### config.mk
export PLATFORM = sky130hd
export DESIGN_NAME = wrm_recovery_manager
export DESIGN_NICKNAME = d
export VERILOG_FILES = /design/src/hdl/wrm_pkg.sv /design/src/hdl/wrm_recovery_manager.sv
export SDC_FILE = /design/constraint.sdc
export NUM_CORES = 1
export LEC_CHECK = 0
export ABC_AREA = 1
export BUFFER_PORTS_ARGS = -buffer_cell sky130_fd_sc_hd__buf_2
export CAP_MARGIN = 0
export CORE_MARGIN = 1.5
export CORE_UTILIZATION = 40
export CTS_BUF_LIST = sky130_fd_sc_hd__clkbuf_16
export DETAILED_ROUTE_END_ITERATION = 7
export HOLD_SLACK_MARGIN = 0.12
export PLACE_DENSITY_LB_ADDON = 0.25
export SETUP_SLACK_MARGIN = 0.5
export SLEW_MARGIN = 25
export SYNTH_ARGS = -nofsm -noshare
export SYNTH_HDL_FRONTEND = slang
export SYNTH_SLANG_ARGS = --single-unit
### constraint.sdc
create_clock -name ref_clk -period 2.6 [get_ports ref_clk]
set_input_delay 0.78 -clock ref_clk [delete_from_list [all_inputs] [get_ports ref_clk]]
set_output_delay 0.78 -clock ref_clk [all_outputs]
set_load 0.05 [all_outputs]
### src/hdl/wrm_pkg.sv
// Constants, encodings and carriers for the watchdog recovery manager.
// Assumes one 25 MHz clock; times become cycles here.
package wrm_pkg;

    // Clock and time figures
    localparam longint unsigned CLK_HZ          = 25_000_000;
    localparam longint unsigned MS_PER_S        = 1000;
    localparam longint unsigned FPD_TIMEOUT_S   = 60;
    localparam longint unsigned LPD_TIMEOUT_S   = 60;
    localparam longint unsigned CWD_TIMEOUT_MS  = 90;
    localparam int unsigned     POLL_MS         = 100;
    localparam int unsigned     KICK_MS         = 50;

    // Derived cycle counts
    localparam longint unsigned MS_TICK_CYC     = CLK_HZ / MS_PER_S;
    localparam longint unsigned FPD_TIMEOUT_CYC = CLK_HZ * FPD_TIMEOUT_S;
    localparam longint unsigned LPD_TIMEOUT_CYC = CLK_HZ * LPD_TIMEOUT_S;
    localparam longint unsigned CWD_TIMEOUT_CYC = (CLK_HZ * CWD_TIMEOUT_MS) / MS_PER_S;

    // Scheduler sizing
    localparam int unsigned     SCHED_MAX_TASKS = 10;
    localparam logic [3:0]      TASK_POLL_ID    = 4'h0;
    localparam logic [3:0]      TASK_KICK_ID    = 4'h1;

    // Register byte offsets and reset values
    localparam logic [7:0]      REG_CTRL        = 8'h00;
    localparam logic [7:0]      REG_STATUS      = 8'h04;
    localparam logic [7:0]      REG_GEN_STORE5  = 8'h14;
    localparam logic [31:0]     CTRL_RESET      = 32'h0000_0000;
    localparam logic [31:0]     GS5_RESET       = 32'h0000_0000;

    // Control field positions and the general storage 5 done bit
    localparam int unsigned     CTRL_RECOVERY   = 0;
    localparam int unsigned     CTRL_ESCALATE   = 1;
    localparam int unsigned     CTRL_WDT_OPT    = 2;
    localparam int unsigned     CTRL_EM_OPT     = 3;
    localparam int unsigned     CTRL_SCHED_OPT  = 4;
    localparam int unsigned     CTRL_PL_CONFIG  = 5;
    localparam int unsigned     CTRL_SCOPE_LO   = 6;
    localparam int unsigned     GS5_DONE_BIT    = 0;

    // Status field positions
    localparam int unsigned     ST_FPD_BUSY     = 0;
    localparam int unsigned     ST_LPD_BUSY     = 1;
    localparam int unsigned     ST_CWD_POLL     = 2;
    localparam int unsigned     ST_CWD_ARMED    = 3;
    localparam int unsigned     ST_FPD_RUN      = 4;
    localparam int unsigned     ST_LPD_RUN      = 5;
    localparam int unsigned     ST_ISOLATE      = 6;
    localparam int unsigned     ST_INTERVAL     = 7;

    typedef enum logic [1:0] {WRM_MASTER_NONE, WRM_MASTER_APP, WRM_MASTER_RT, WRM_MASTER_PM} wrm_master_e;
    typedef enum logic [1:0] {WRM_SRC_FPD_WDT, WRM_SRC_LPD_WDT, WRM_SRC_CTL_WDT, WRM_SRC_OTHER} wrm_source_e;
    typedef enum logic [1:0] {WRM_SCOPE_SUBSYS, WRM_SCOPE_PS_ONLY, WRM_SCOPE_SYSTEM, WRM_SCOPE_SPARE} wrm_scope_e;
    typedef enum logic {WRM_ACT_SYS_RESET, WRM_ACT_INTERRUPT} wrm_action_e;

    typedef enum {WRM_FPD_IDLE, WRM_FPD_RESTART, WRM_FPD_IDLE_REQ, WRM_FPD_WAIT} wrm_fpd_state_e;
    typedef enum {WRM_LPD_IDLE, WRM_LPD_ISO_ON, WRM_LPD_ISO_OFF, WRM_LPD_ACT, WRM_LPD_WAIT} wrm_lpd_state_e;
    typedef enum {WRM_CWD_OFF, WRM_CWD_POLL, WRM_CWD_ARMED} wrm_cwd_state_e;

    // Error interrupt from the error manager
    typedef struct packed {
        logic        valid;
        wrm_master_e master;
        wrm_source_e source;
    } wrm_err_irq_s;

    // Reset and restart requests, one-cycle pulses
    typedef struct packed {
        logic sys_reset;
        logic ps_only_reset;
        logic app_restart;
        logic rt_restart;
    } wrm_reset_req_s;

    // Error actions handed to the error manager
    typedef struct packed {
        wrm_action_e full_power_domain;
        wrm_action_e low_power_domain;
        wrm_action_e ctl;
    } wrm_err_action_s;

endpackage : wrm_pkg

### src/hdl/wrm_recovery_manager.sv
// Watchdog supervision and recovery sequencer with an APB register slave.
// Assumes error manager events arrive on err_irq and the
// boot loader sets its early-init flag in general storage 5.
//
// Function
// RULE1: Report each domain watchdog expiry to error manager
// RULE2: Recovery disabled unless recovery option set
// RULE3: No recovery: full-power action system reset
// RULE4: Recovery: interrupt action, manager starts watchdog
// RULE5: Recovery sets timer counter to interval mode
// RULE6: Full-power watchdog timeout is sixty seconds
// RULE7: Check application master and source, mark progress
// RULE8: Restart full-power watchdog after marking progress
// RULE9: Request application idle through timer channel
// RULE10: Failed attempt escalates by option and logic
// RULE11: No recovery: low-power action system reset
// RULE12: Low-power watchdog timeout is sixty seconds
// RULE13: Check realtime master and source, mark, restart
// RULE14: Apply then remove bus isolation on realtime
// RULE15: Act on scope: subsystem, system-only, whole system
// RULE16: Supervision needs watchdog, error, scheduler options
// RULE17: Poll early-init flag every 100 ms
// RULE18: On flag, arm controller watchdog at 90 ms
// RULE19: Kick controller watchdog every 50 ms
// RULE20: Controller watchdog expiry resets system in hardware
// RULE21: Boot loader writes early-init flag to storage
// RULE22: Restart state returns idle when restart completes
// RULE23: Scheduler holds up to ten millisecond tasks
//
// Decided for this implementation: the register addresses and the APB slave port.
`timescale 1ns/1ps
module wrm_recovery_manager #(
    parameter longint unsigned MS_TICK     = wrm_pkg::MS_TICK_CYC,
    parameter longint unsigned FPD_TIMEOUT = wrm_pkg::FPD_TIMEOUT_CYC,
    parameter longint unsigned LPD_TIMEOUT = wrm_pkg::LPD_TIMEOUT_CYC,
    parameter longint unsigned CWD_TIMEOUT = wrm_pkg::CWD_TIMEOUT_CYC
) (
    input  wire logic                     ref_clk,          // Clock
    input  wire logic                     reset_n,          // Sync reset
    input  wire logic                     ce,               // Clock enable
    input  wire logic                     psel,             // APB select
    input  wire logic                     penable,          // APB enable
    input  wire logic                     pwrite,           // APB direction
    input  wire logic [31:0]              paddr,            // APB byte address
    input  wire logic [31:0]              pwdata,           // APB write data
    input  wire logic [3:0]               pstrb,            // APB byte strobes
    output logic      [31:0]              prdata,           // APB read data
    output logic                          pready,           // APB ready
    output logic                          pslverr,          // APB error
    input  wire logic                     app_kick,         // App heartbeat
    input  wire logic                     rt_kick,          // RT heartbeat
    input  wire wrm_pkg::wrm_err_irq_s    err_irq,          // Error event
    input  wire logic                     app_restart_done, // App restart over
    input  wire logic                     rt_restart_done,  // RT restart over
    output wrm_pkg::wrm_err_action_s      err_action,       // Error actions
    output logic                          fpd_report,       // Full-power expiry
    output logic                          lpd_report,       // Low-power expiry
    output wrm_pkg::wrm_reset_req_s       reset_req,        // Reset pulses
    output logic                          idle_request,     // Idle message
    output logic                          interval_mode,    // Interval mode
    output logic                          bus_isolation     // Isolation
);
    import wrm_pkg::*;

    localparam logic [31:0] MS_LOAD  = 32'(MS_TICK);
    localparam logic [31:0] FPD_LOAD = 32'(FPD_TIMEOUT);
    localparam logic [31:0] LPD_LOAD = 32'(LPD_TIMEOUT);
    localparam logic [31:0] CWD_LOAD = 32'(CWD_TIMEOUT);
    localparam logic [7:0]  POLL_LD  = 8'(POLL_MS);
    localparam logic [7:0]  KICK_LD  = 8'(KICK_MS);

    // Down-counter step shared by all three watchdogs
    function automatic logic [31:0] wd_step(input logic run, input logic reload,
                                            input logic [31:0] cnt, input logic [31:0] load);
        if (reload || (run && cnt <= 32'h0000_0001)) begin
            return load;
        end
        return run ? cnt - 32'h0000_0001 : cnt;
    endfunction : wd_step

    // Known register and aligned word
    function automatic logic addr_ok(input logic [31:0] a);
        return (a[31:8] == 24'h00_0000) &&
               (a[7:0] == REG_CTRL || a[7:0] == REG_STATUS || a[7:0] == REG_GEN_STORE5);
    endfunction : addr_ok

    // Byte-lane merge for writable registers
    function automatic logic [31:0] merge(input logic [31:0] old, input logic [31:0] wd, input logic [3:0] st);
        logic [31:0] r;
        r = old;
        for (int i = 0; i < 4; i++) begin
            if (st[i]) begin
                r[i*8 +: 8] = wd[i*8 +: 8];
            end
        end
        return r;
    endfunction : merge

    logic [31:0]    ctrl;
    logic [31:0]    gen_store5;
    logic [31:0]    status;
    logic [31:0]    fpd_cnt;
    logic [31:0]    lpd_cnt;
    logic [31:0]    cwd_cnt;
    logic [31:0]    ms_cnt;
    logic [7:0]     poll_cnt;
    logic [7:0]     kick_cnt;
    logic           fpd_run;
    logic           lpd_run;
    logic           ms_tick;
    wrm_fpd_state_e fpd_state;
    wrm_lpd_state_e lpd_state;
    wrm_cwd_state_e cwd_state;
    wrm_scope_e     scope;

    logic recovery;
    logic escalate;
    logic supervise;
    logic wr_commit;
    logic fpd_reload;
    logic lpd_reload;
    logic fpd_expire;
    logic lpd_expire;
    logic cwd_expire;
    logic fpd_hit;
    logic lpd_hit;
    logic fpd_fail;
    logic poll_due;
    logic kick_due;
    logic early_done;

    assign recovery   = ctrl[CTRL_RECOVERY]; // RULE2
    assign escalate   = ctrl[CTRL_ESCALATE];
    assign scope      = wrm_scope_e'(ctrl[CTRL_SCOPE_LO +: 2]);
    assign supervise  = ctrl[CTRL_WDT_OPT] & ctrl[CTRL_EM_OPT] & ctrl[CTRL_SCHED_OPT]; // RULE16
    assign early_done = gen_store5[GS5_DONE_BIT]; // RULE21
    assign wr_commit  = psel & penable & pready & pwrite & addr_ok(paddr);

    // Handler qualification: only the matching master and source count
    assign fpd_hit  = err_irq.valid & recovery & (err_irq.master == WRM_MASTER_APP)
                    & (err_irq.source == WRM_SRC_FPD_WDT); // RULE7
    assign lpd_hit  = err_irq.valid & recovery & (err_irq.master == WRM_MASTER_RT)
                    & (err_irq.source == WRM_SRC_LPD_WDT); // RULE13
    assign fpd_fail = fpd_hit & (fpd_state == WRM_FPD_WAIT); // RULE10

    // Watchdog reloads: heartbeat from the owner cluster or restart by the handler
    assign fpd_reload = app_kick | (fpd_state == WRM_FPD_RESTART); // RULE8
    assign lpd_reload = rt_kick | (lpd_hit && lpd_state == WRM_LPD_IDLE); // RULE13
    assign fpd_expire = fpd_run & ~fpd_reload & (fpd_cnt == 32'h0000_0001);
    assign lpd_expire = lpd_run & ~lpd_reload & (lpd_cnt == 32'h0000_0001);
    assign cwd_expire = (cwd_state == WRM_CWD_ARMED) & ~kick_due & (cwd_cnt == 32'h0000_0001);
    assign poll_due   = ms_tick & (poll_cnt == 8'h01);
    assign kick_due   = ms_tick & (kick_cnt == 8'h01);

    // APB slave: one wait state, then write commits and read data is presented
    always_ff @(posedge ref_clk) begin
        if (!reset_n) begin
            pready  <= 1'b0;
            pslverr <= 1'b0;
            prdata  <= 32'h0000_0000;
        end else if (ce) begin
            pready  <= psel & penable & ~pready;
            pslverr <= psel & penable & ~pready & ~addr_ok(paddr);
            prdata  <= 32'h0000_0000;
            if (psel && penable && !pready && !pwrite && addr_ok(paddr)) begin
                case (paddr[7:0])
                    REG_CTRL:       prdata <= ctrl;
                    REG_STATUS:     prdata <= status;
                    REG_GEN_STORE5: prdata <= gen_store5;
                    default:        prdata <= 32'h0000_0000;
                endcase
            end
        end
    end

    // Software-owned registers; status is read only and ignores writes
    always_ff @(posedge ref_clk) begin
        if (!reset_n) begin
            ctrl       <= CTRL_RESET;
            gen_store5 <= GS5_RESET;
        end else if (ce && wr_commit) begin
            if (paddr[7:0] == REG_CTRL) begin
                ctrl <= merge(ctrl, pwdata, pstrb);
            end
            if (paddr[7:0] == REG_GEN_STORE5) begin
                gen_store5 <= merge(gen_store5, pwdata, pstrb); // RULE21
            end
        end
    end

    // Live state seen by software
    always_comb begin
        status               = 32'h0000_0000;
        status[ST_FPD_BUSY]  = (fpd_state != WRM_FPD_IDLE);
        status[ST_LPD_BUSY]  = (lpd_state != WRM_LPD_IDLE);
        status[ST_CWD_POLL]  = (cwd_state == WRM_CWD_POLL);
        status[ST_CWD_ARMED] = (cwd_state == WRM_CWD_ARMED);
        status[ST_FPD_RUN]   = fpd_run;
        status[ST_LPD_RUN]   = lpd_run;
        status[ST_ISOLATE]   = bus_isolation;
        status[ST_INTERVAL]  = interval_mode;
    end

    // Error actions follow the recovery option; controller watchdog always resets
    always_ff @(posedge ref_clk) begin
        if (!reset_n) begin
            err_action    <= '{full_power_domain: WRM_ACT_SYS_RESET, low_power_domain: WRM_ACT_SYS_RESET, ctl: WRM_ACT_SYS_RESET};
            interval_mode <= 1'b0;
        end else if (ce) begin
            err_action.full_power_domain <= recovery ? WRM_ACT_INTERRUPT : WRM_ACT_SYS_RESET;  // RULE3 RULE4
            err_action.low_power_domain <= recovery ? WRM_ACT_INTERRUPT : WRM_ACT_SYS_RESET;  // RULE11
            err_action.ctl <= WRM_ACT_SYS_RESET;                                  // RULE20
            interval_mode  <= recovery;                                           // RULE5
        end
    end

    // Full-power watchdog: manager starts it under recovery, else first heartbeat does
    always_ff @(posedge ref_clk) begin
        if (!reset_n) begin
            fpd_run <= 1'b0;
            fpd_cnt <= FPD_LOAD;
        end else if (ce) begin
            fpd_run <= fpd_run | recovery | app_kick; // RULE3 RULE4
            fpd_cnt <= wd_step(fpd_run, fpd_reload, fpd_cnt, FPD_LOAD); // RULE6
        end
    end

    // Low-power watchdog, same arrangement for the realtime cluster
    always_ff @(posedge ref_clk) begin
        if (!reset_n) begin
            lpd_run <= 1'b0;
            lpd_cnt <= LPD_LOAD;
        end else if (ce) begin
            lpd_run <= lpd_run | recovery | rt_kick; // RULE11
            lpd_cnt <= wd_step(lpd_run, lpd_reload, lpd_cnt, LPD_LOAD); // RULE12
        end
    end

    // Expiries go to the error manager, which applies the configured action
    always_ff @(posedge ref_clk) begin
        if (!reset_n) begin
            fpd_report <= 1'b0;
            lpd_report <= 1'b0;
        end else if (ce) begin
            fpd_report <= fpd_expire; // RULE1
            lpd_report <= lpd_expire; // RULE1
        end
    end

    // Full-power recovery: mark, restart watchdog, request idle, then wait
    always_ff @(posedge ref_clk) begin
        if (!reset_n) begin
            fpd_state <= WRM_FPD_IDLE;
        end else if (ce) begin
            case (fpd_state)
                WRM_FPD_IDLE: begin
                    if (fpd_hit) begin
                        fpd_state <= WRM_FPD_RESTART; // RULE7
                    end
                end
                WRM_FPD_RESTART:  fpd_state <= WRM_FPD_IDLE_REQ; // RULE8
                WRM_FPD_IDLE_REQ: fpd_state <= WRM_FPD_WAIT; // RULE9
                WRM_FPD_WAIT: begin
                    // A second expiry means the first attempt failed
                    if (fpd_fail || app_restart_done || !recovery) begin
                        fpd_state <= WRM_FPD_IDLE; // RULE22
                    end
                end
                default: fpd_state <= WRM_FPD_IDLE;
            endcase
        end
    end

    // Low-power recovery: mark and restart, isolate, release, act on scope
    always_ff @(posedge ref_clk) begin
        if (!reset_n) begin
            lpd_state <= WRM_LPD_IDLE;
        end else if (ce) begin
            case (lpd_state)
                WRM_LPD_IDLE: begin
                    if (lpd_hit) begin
                        lpd_state <= WRM_LPD_ISO_ON; // RULE13
                    end
                end
                WRM_LPD_ISO_ON:  lpd_state <= WRM_LPD_ISO_OFF; // RULE14
                WRM_LPD_ISO_OFF: lpd_state <= WRM_LPD_ACT; // RULE14
                WRM_LPD_ACT:     lpd_state <= WRM_LPD_WAIT; // RULE15
                WRM_LPD_WAIT: begin
                    if (rt_restart_done || !recovery) begin
                        lpd_state <= WRM_LPD_IDLE; // RULE22
                    end
                end
                default: lpd_state <= WRM_LPD_IDLE;
            endcase
        end
    end

    // Isolation stands for exactly one cycle before it is removed
    always_ff @(posedge ref_clk) begin
        if (!reset_n) begin
            bus_isolation <= 1'b0;
        end else if (ce) begin
            bus_isolation <= (lpd_state == WRM_LPD_ISO_ON); // RULE14
        end
    end

    // Idle message leaves on the dedicated timer channel
    always_ff @(posedge ref_clk) begin
        if (!reset_n) begin
            idle_request <= 1'b0;
        end else if (ce) begin
            idle_request <= (fpd_state == WRM_FPD_IDLE_REQ); // RULE9
        end
    end

    // Millisecond tick drives the scheduler tasks; two of the ten slots are used
    always_ff @(posedge ref_clk) begin
        if (!reset_n) begin
            ms_cnt  <= MS_LOAD;
            ms_tick <= 1'b0;
        end else if (ce) begin
            ms_cnt  <= wd_step(1'b1, 1'b0, ms_cnt, MS_LOAD); // RULE23
            ms_tick <= (ms_cnt == 32'h0000_0001);
        end
    end

    // Task intervals in milliseconds; poll task runs only while polling, kick task only while armed
    always_ff @(posedge ref_clk) begin
        if (!reset_n) begin
            poll_cnt <= POLL_LD;
            kick_cnt <= KICK_LD;
        end else if (ce) begin
            if (cwd_state != WRM_CWD_POLL) begin
                poll_cnt <= POLL_LD;
            end else if (ms_tick) begin
                poll_cnt <= (poll_cnt == 8'h01) ? POLL_LD : poll_cnt - 8'h01;     // RULE17
            end
            if (cwd_state != WRM_CWD_ARMED) begin
                kick_cnt <= KICK_LD;
            end else if (ms_tick) begin
                kick_cnt <= (kick_cnt == 8'h01) ? KICK_LD : kick_cnt - 8'h01;     // RULE19
            end
        end
    end

    // Controller watchdog: wait for early-init, arm, then keep kicking
    always_ff @(posedge ref_clk) begin
        if (!reset_n) begin
            cwd_state <= WRM_CWD_OFF;
        end else if (ce) begin
            case (cwd_state)
                WRM_CWD_OFF: begin
                    if (supervise) begin
                        cwd_state <= WRM_CWD_POLL; // RULE16
                    end
                end
                WRM_CWD_POLL: begin
                    if (!supervise) begin
                        cwd_state <= WRM_CWD_OFF;
                    end else if (poll_due && early_done) begin
                        cwd_state <= WRM_CWD_ARMED; // RULE17 RULE18
                    end
                end
                WRM_CWD_ARMED: begin
                    if (!supervise) begin
                        cwd_state <= WRM_CWD_OFF;
                    end
                end
                default: cwd_state <= WRM_CWD_OFF;
            endcase
        end
    end

    // Controller watchdog count; loaded on arming and on every kick
    always_ff @(posedge ref_clk) begin
        if (!reset_n) begin
            cwd_cnt <= CWD_LOAD;
        end else if (ce) begin
            cwd_cnt <= wd_step(cwd_state == WRM_CWD_ARMED,
                               cwd_state != WRM_CWD_ARMED || kick_due,
                               cwd_cnt, CWD_LOAD); // RULE18 RULE19
        end
    end

    // Restart and reset requests; escalation picks by option and logic state
    always_ff @(posedge ref_clk) begin
        if (!reset_n) begin
            reset_req <= '0;
        end else if (ce) begin
            reset_req.app_restart   <= fpd_fail & ~escalate;                      // RULE10
            reset_req.ps_only_reset <= (fpd_fail & escalate & ctrl[CTRL_PL_CONFIG])
                                     | (lpd_state == WRM_LPD_ACT && scope == WRM_SCOPE_PS_ONLY); // RULE10 RULE15
            reset_req.sys_reset     <= (fpd_fail & escalate & ~ctrl[CTRL_PL_CONFIG])
                                     | (lpd_state == WRM_LPD_ACT && scope >= WRM_SCOPE_SYSTEM)
                                     | cwd_expire;                                // RULE10 RULE15 RULE20
            reset_req.rt_restart    <= (lpd_state == WRM_LPD_ACT && scope == WRM_SCOPE_SUBSYS); // RULE15
        end
    end

endmodule : wrm_recovery_manager

After elaboration in Yosys (flattened, before gate mapping)
Index checks and enable logic that the tools add are counted.
- bits in registers: 351
- input bits: 83
- output and inout port bits: 46
- word-level logic and storage cells: 223
- $add $sub $neg: 6
- magnitude comparators: 5
- equality and inequality tests: 37
- muxes and demuxes: 43
- bitwise gates (word level): 42
- reductions and logical operators: 57
- operators with widths (kind ; count):
    $mux W32 ; 20
    $eq A32 B2 Y1 const B ; 8
    $eq A32 B1 Y1 const B ; 7
    $pmux W32 S3 ; 2
    $eq A32 B3 Y1 const B ; 5
    $pmux W32 S5 ; 1
    $le A32 B1 Y1 const B ; 4
    $logic_not A32 Y1 ; 4
    $pmux W32 S4 ; 1
    $sub A32 B1 Y32 const B ; 4
    $reduce_bool A32 Y1 ; 2
    $mux W8 ; 6
    $ne A32 B2 Y1 const B ; 1
    $ne A32 B3 Y1 const B ; 1
    $reduce_and A3 Y1 ; 10
    $and A1 B1 Y1 ; 26
    $logic_not A24 Y1 ; 1
    $eq A8 B1 Y1 const B ; 2
    $sub A8 B1 Y8 const B ; 2
    $logic_and A1 B1 Y1 ; 14
    $mux W1 ; 13
    $ne A2 B2 Y1 const B ; 6
    $reduce_and A2 Y1 ; 5
    $reduce_bool A2 Y1 ; 5
    other kinds (13) ; 40

Depth between registers and ports, before layout
Gate-level depths: netlist (run 1).
- depth after elaboration: 11
- gate-level depth with buffers: 13
- mapped depth without buffers: 13

Least setup slack after synthesis (run 1)
No wires, ideal clock.
- kind: input-to-reg
- start point: input port paddr[7]
- end point: register ctrl[10]
- setup time: 0.113 ns
- arrival time: 1.960 ns
- required time: 2.487 ns
- setup slack: 0.527 ns
- cell stages on the path: 11
- buffers on the path: 2
- path through: nor2_2 nand2_2 clkinv_2 nand2_1 and2_4 nor2_8 buf_12 nand3_4 buf_6 nor2_1 nor2_1
- cells in the longest elaborated chain, start to end: 7
- elaborated cells on any way between the ends: 9
- classes of those cells: eq/ne: 2; bitwise: 1; reduce/logical: 6
- ends and longest elaborated chain (item ; line ; RTL):
    start, declared ; wrm_recovery_manager.sv:44 ; input wire logic [31:0] paddr,
    $eq A8 B3 Y1 or $logic_not A8 Y1 (tied branches) ; wrm_recovery_manager.sv:84, wrm_recovery_manager.sv:182 ;
    $logic_or A1 B1 Y1 (2 in a row) ; wrm_recovery_manager.sv:84 ; (a[7:0] == REG_CTRL || a[7:0] == REG_STATUS || a[7:0] == REG_GEN_STORE5);
    $logic_and A1 B1 Y1 ; wrm_recovery_manager.sv:83 ; return (a[31:8] == 24'h00_0000) &&
    $and A1 B1 Y1 ; wrm_recovery_manager.sv:137 ; assign wr_commit = psel & penable & pready & pwrite & addr_ok(paddr);
    $logic_and A1 B1 Y1 ; wrm_recovery_manager.sv:181 ; end else if (ce && wr_commit) begin
    $reduce_and A3 Y1 (no source line) * ; n/a ;
    end signal, assigned ; wrm_recovery_manager.sv:183 ; ctrl <= merge(ctrl, pwdata, pstrb);
    end, declared ; wrm_recovery_manager.sv:99 ; logic [31:0] ctrl;
Every way passes the cells marked *; elsewhere a longest branch is shown, timed or not.
A chain may end at the register's enable or synchronous reset.

Final worst setup path (run 1)
- start point: register bus_isolation
- end point: output port bus_isolation
- RTL lines (item ; line ; RTL):
    start, declared ; wrm_recovery_manager.sv:61 ; output logic bus_isolation
    start signal, assigned ; wrm_recovery_manager.sv:303 ; bus_isolation <= (lpd_state == WRM_LPD_ISO_ON);
No word-level cell between the ends.

==> out/qor.txt, run 1 <==
initial antenna violation count: 5
CTS H-tree lvls: 1
vias in the first global route: 11860
asr flop ratio synth: 0%
DRT iter0 DRCs: 727
R2R Path Start: cwd_cnt[16]
Routed met2 length: 15430 um
Max-cap violations: 0
max-slew violation total from the final report: 0
GPL Wtd Cong: 0.8625
Clock Skew: 0.01104 ns
die height: 185.6 um
area growth from synthesis to layout: 16.13%
Worst-path clk slew: 0.06 ns
post-synth top area share: 39.17%
CP Class: reg2out
area leader, netlist: dfxtp_1
CTS root buffer: clkbuf_16
first-pass GRT wire length: 57060 um
outcome: finished, final reports clean
post-synthesis register bit count: 261
full die area: 34450 um^2
RSZ-0062 raised after global routing: yes
Lkg Pwr: 0.007119 uW
CTS buffer count: 30
I/O pins: 129
critical path arrival: 1.25 ns
Tmin final: 2.029 ns
hold slack final: 0.4596 ns
Post-Synthesis Cells: 2042
CP required: 1.82 ns
Routed WL: 34190 um
FF+latch area: 5226 um^2
max frequency: 0.4928 GHz
synth cell count leaders: 505 x nand2_1, 468 x nor2_1, 261 x dfxtp_1
hpwl dp: 24920 um
clock buffer depth: 3
TNS Setup: 0 ns
CP startpoint kind: flop
drt drc: 0
GRT overflow: 0
YS warnings: 0
clk sinks: 261
layout cells sized above 1: 11.44%
PD cells: 557.9 nW/um^2
chip width: 185.6 um
Fin. Hold Viols: 0
CP startpoint: bus_isolation
fin crit share: 78.05%
input/output buffers: 127
top_reg_cell synth: dfxtp_1
Worst-Margin Slew: 0.4991 ns
met3 wire length: 1910 um
synth unique cells: 40
Critical path buffers and inverters: 1
Seq/Total Area, Yosys: 39.17%
initial core utilization: 40.79%
wire length on met1: 16410 um
drt wl/cell: 12.91 um
First-pass DRT Iterations: 5
core area: 32700 um^2
uppermost layer routed: met5
fill count: 3447
multi-input logic area: 6985 um^2
CTS tree: built
Post-Syn Area: 13340 um^2
Post-synth EDFFs: 0
Worst path top cell family by delay: flip-flops
Row Count: 66
maximum vdd drop: 0.5233 mV
Min-Delay Startpoint: prdata[4]
hold buffer count at cts: 0
Max stage delay on crit path: 0.45 ns
CP Max Fanout: 3
crit-path cells: buf_4
routed vias: 12730
Mean Syn Cell Area: 6.532 um^2
CP endpoint kind: primary output
# nets final: 2280
Via-to-Cell Ratio: 4.807
slowest CP cell: dfxtp_1
Total GRT Usage: 20.06%
Final setup viols: 0
DRT antenna net count: 0
Area contributors post-synth: dfxtp_1 39%, nand2_1 14%, nor2_1 13%
syn_nets: 2142
relative slew slack: 66.47%
most common cell in the synthesized netlist: nand2_1
Hold WC Path Type: reg2reg
pin count of the biggest net entering global routing: 44
insertion delay to the later sink of the worst-skew pair: 0.55 ns
[report_power, final]
group,internal [uW],switching [uW]
combinational,243,497
clock,2130,1650
sequential,4070,59.6
[registers in the layout, indices dropped and copies added, names as in the netlist, 2 cells and up]
| name | flops |
|---|---|
| ctrl | 32 |
| cwd_cnt | 32 |
| cwd_state | 2 |
| fpd_cnt | 32 |
| fpd_state | 2 |
| gen_store5 | 32 |
| kick_cnt | 8 |
| lpd_cnt | 32 |
| lpd_state | 3 |
| ms_cnt | 32 |
| poll_cnt | 8 |
| prdata | 32 |
| reset_req | 4 |
[routing by layer]
metal,vias up,track usage [%]
met5,-,0
met4,2,3.742
met3,35,3.581
met2,268,33.24
met1,5712,27.39
li1,6713,-
[cell usage in the layout, fill, tap and decap left out, types with 52 or more instances in the layout]
cell,n
nand3_1,123
inv_1,235
nand4_1,74
buf_2,124
dfxtp_1,260
nand2_1,499
o21ai_0,68
a21oi_1,75
xor2_1,52
nor2_1,459
[worst paths after layout]
kind | to | slack (ns) | cells past startpoint
worst max-delay path | bus_isolation | 0.57 | 1
worst min-delay path | prdata[4] | 0.46 | 2
worst min register to register | prdata[4] | 0.46 | 2
worst max register to register | cwd_cnt[16] | 0.65 | 11
[final cells by class]
class,count,area share (%)
Multi-Input combinational cell,1486,45.09
Sequential cell,261,33.74
Timing Repair Buffer,169,6.268
Inverter,232,5.630
Clock buffer,31,5.008
Tap cell,442,3.570
Clock inverter,24,0.6462
Antenna cell,3,0.04846
[through the flow]
stage          util, %  total power, uW  worst slack [ns]  cells  instance area [um^2]
6_report         47.37             8643            0.5706   2648                 15490
5_1_grt          47.36             9022            0.4172   2646                 15490
4_1_cts          47.01             8718            0.4698   2638                 15370
3_5_place_dp     44.29             4921           0.07066   2583                 14480
3_3_place_gp     44.29             4914            0.1119   2583                 14480
2_1_floorplan        -             4669            0.5272   2042                 13340
[cell families (layout without fill, tap and decap cells)]
kind of cell | after synthesis | in the layout | share of synthesized area, %
XOR/XNOR | 67 | 67 | 4.399
flip-flops | 261 | 261 | 39.17
AO/OA/AOI/OAI | 162 | 162 | 6.491
other | 1 | 4 | 0.02811
adder cells (fa/ha/maj) | 17 | 17 | 1.595
buffers and inverters | 296 | 456 | 9.052
AND/OR/NAND/NOR | 1238 | 1239 | 39.26
[repair_timing]
| item | CTS | global route |
|---|---|---|
| cloned | 0 | 1 |
| pin swaps | 0 | 5 |
| setup endpoints to repair | 49 | 103 |
| gates resized for setup | 4 | 21 |
| setup buffers | 0 | 6 |
Power figures use the tool's default switching activity.
==> run 2, diff against run 1 <==
- clock period: 2.6 -> 1.6 ns (I/O delays scaled with it)
==> run 2 against run 1 <==
Hold slack worse by 0.32 ns. Cell area is 40% higher. Count of clock-buffer cells in the layout stayed put. Critical path depth is 10 higher. Sequential power is 63% higher. Critical path type is now reg2reg. Utilization is 19 points higher. Largest cell class unchanged. The flow now finishes with violations (negative setup slack).
==> out/qor.txt, run 2 (same netlist as run 1, synthesis figures left out) <==
outcome: finished with violations
failing checks: negative setup slack
Tmin final: 1.663 ns
DRT iter0 DRCs: 854
GPL Wtd Cong: 0.8835
Total GRT Usage: 23.73%
area growth from synthesis to layout: 62.70%
first-pass GRT wire length: 67140 um
CTS tree: built
fill count: 2586
Via-to-Cell Ratio: 4.985
Worst Hold Depth: 3
insertion delay to the later sink of the worst-skew pair: 0.58 ns
CTS buffer count: 31
FF+latch area: 5401 um^2
Worst-path clk slew: 0.06 ns
CP startpoint kind: flop
Max-cap violations: 0
Hold WC Path Type: in2reg
CP Max Fanout: 4
multi-input logic area: 9509 um^2
initial core utilization: 40.79%
core area: 32700 um^2
routed vias: 14770
clk sinks: 261
FF-to-FF path depth: 11
max frequency: 0.6013 GHz
First-pass DRT Iterations: 5
GRT overflow: 0
Lkg Pwr: 0.009345 uW
pin count of the biggest net entering global routing: 48
Row Count: 66
Clock Skew: 0.01188 ns
Routed WL: 45260 um
final worst setup slack: -0.06303 ns
most frequent cells in the layout: 373 x nand2_1, 267 x buf_4, 266 x nor2_1, 184 x inv_1, 152 x dfxtp_1
TNS Setup: -0.8507 ns
die height: 185.6 um
post-layout util: 66.36%
dpl ws: -0.3701 ns
initial antenna violation count: 5
Final setup viols: 30
chip width: 185.6 um
hpwl dp: 27170 um
max-slew violation total from the final report: 0
maximum vdd drop: 1.019 mV
layout cells sized above 1: 46.05%
# nets final: 2601
DRT antenna net count: 0
critical path arrival: 2.13 ns
full die area: 34450 um^2
CP required: 2.07 ns
total power: 15460 uW
CTS root buffer: clkbuf_16
PD cells: 712.5 nW/um^2
hold slack final: 0.1354 ns
clock buffer depth: 3
input/output buffers: 127
CP endpoint kind: flop
drt wl/cell: 15.28 um
I/O pins: 129
drt drc: 0
CP Class: reg2reg
most common cell after layout, fill and taps aside: nand2_1
RSZ-0062 raised after global routing: yes
Fin. Hold Viols: 0
vias in the first global route: 13980
CTS H-tree lvls: 1
fin crit share: 103.9%
==> run 2: cell types whose count changed in the layout (fill, tap and decap cells not counted), sizes merged, moves of 2 or more <==
cell / change
nand2: +3
clkbuf: +7
clkinv: -4
nand3: +6
diode: -2
buf: +303
==> run 2: worst max-delay path: stages (launching register included) <==
cell	delay (ns)
dfxtp_1	0.34
nor2_2	0.12
nand2_1	0.10
nor2_2	0.12
nand2_1	0.08
nor2_2	0.11
o211ai_1	0.13
nand2_2	0.14
buf_6	0.11
buf_6	0.11
clkbuf_16	0.15
nor2_1	0.04
==> run 2: layout make-up <==
cell class | count | area share [%]
timing repair buffer | 480 | 20.40
clock buffer | 31 | 3.575
clock inverter | 20 | 0.4497
multi-input combinational | 1495 | 43.82
tap | 442 | 2.548
sequential | 261 | 24.89
antenna | 1 | 0.01153
inverter | 232 | 4.307
==> run 2: metal layers <==
layer / wire, um / GRT usage, % / up-vias / share of wire [%]
met5: 41 / 0 / - / 0.091
met4: 1765 / 6.677 / 6 / 3.9
met3: 2227 / 3.737 / 126 / 4.9
met2: 23020 / 42.83 / 394 / 51
met1: 18200 / 29.02 / 6878 / 40
li1: - / - / 7363 / -
==> run 2: per-stage QoR <==
| step | instance area, um^2 | cells |
|---|---|---|
| after floorplan | 14230 | 2042 |
| after global placement | 16480 | 2736 |
| after detailed placement | 16480 | 2736 |
| after CTS | 19780 | 2890 |
| after global routing | 21700 | 2962 |
| final | 21700 | 2962 |
==> run 2: repair_timing <==
action                                  4_1_cts  5_1_grt
endpoints found under the setup margin      301      303
pin swaps                                   159      174
cloned                                        7       14
endpoints found under the hold margin         1        0
gates resized for setup                     510      338
hold buffers                                  1        0
buffers inserted                             95       57
==> run 2: path summary, 6_finish.rpt <==
| check | start | to | slack (ns) |
|---|---|---|---|
| max | ms_cnt[30] | ms_cnt[11] | -0.06 |
| min | pwdata[20] | gen_store5[20] | 0.14 |
| max reg2reg | ms_cnt[30] | ms_cnt[11] | -0.06 |
| min reg2reg | prdata[27] | prdata[27] | 0.48 |
==> run 2: where the power goes <==
group          switching, uW  leakage, uW  internal, uW
Sequential               130      0.00215          6600
Clock                   2830     0.000463          3460
Combinational           1330      0.00673          1100
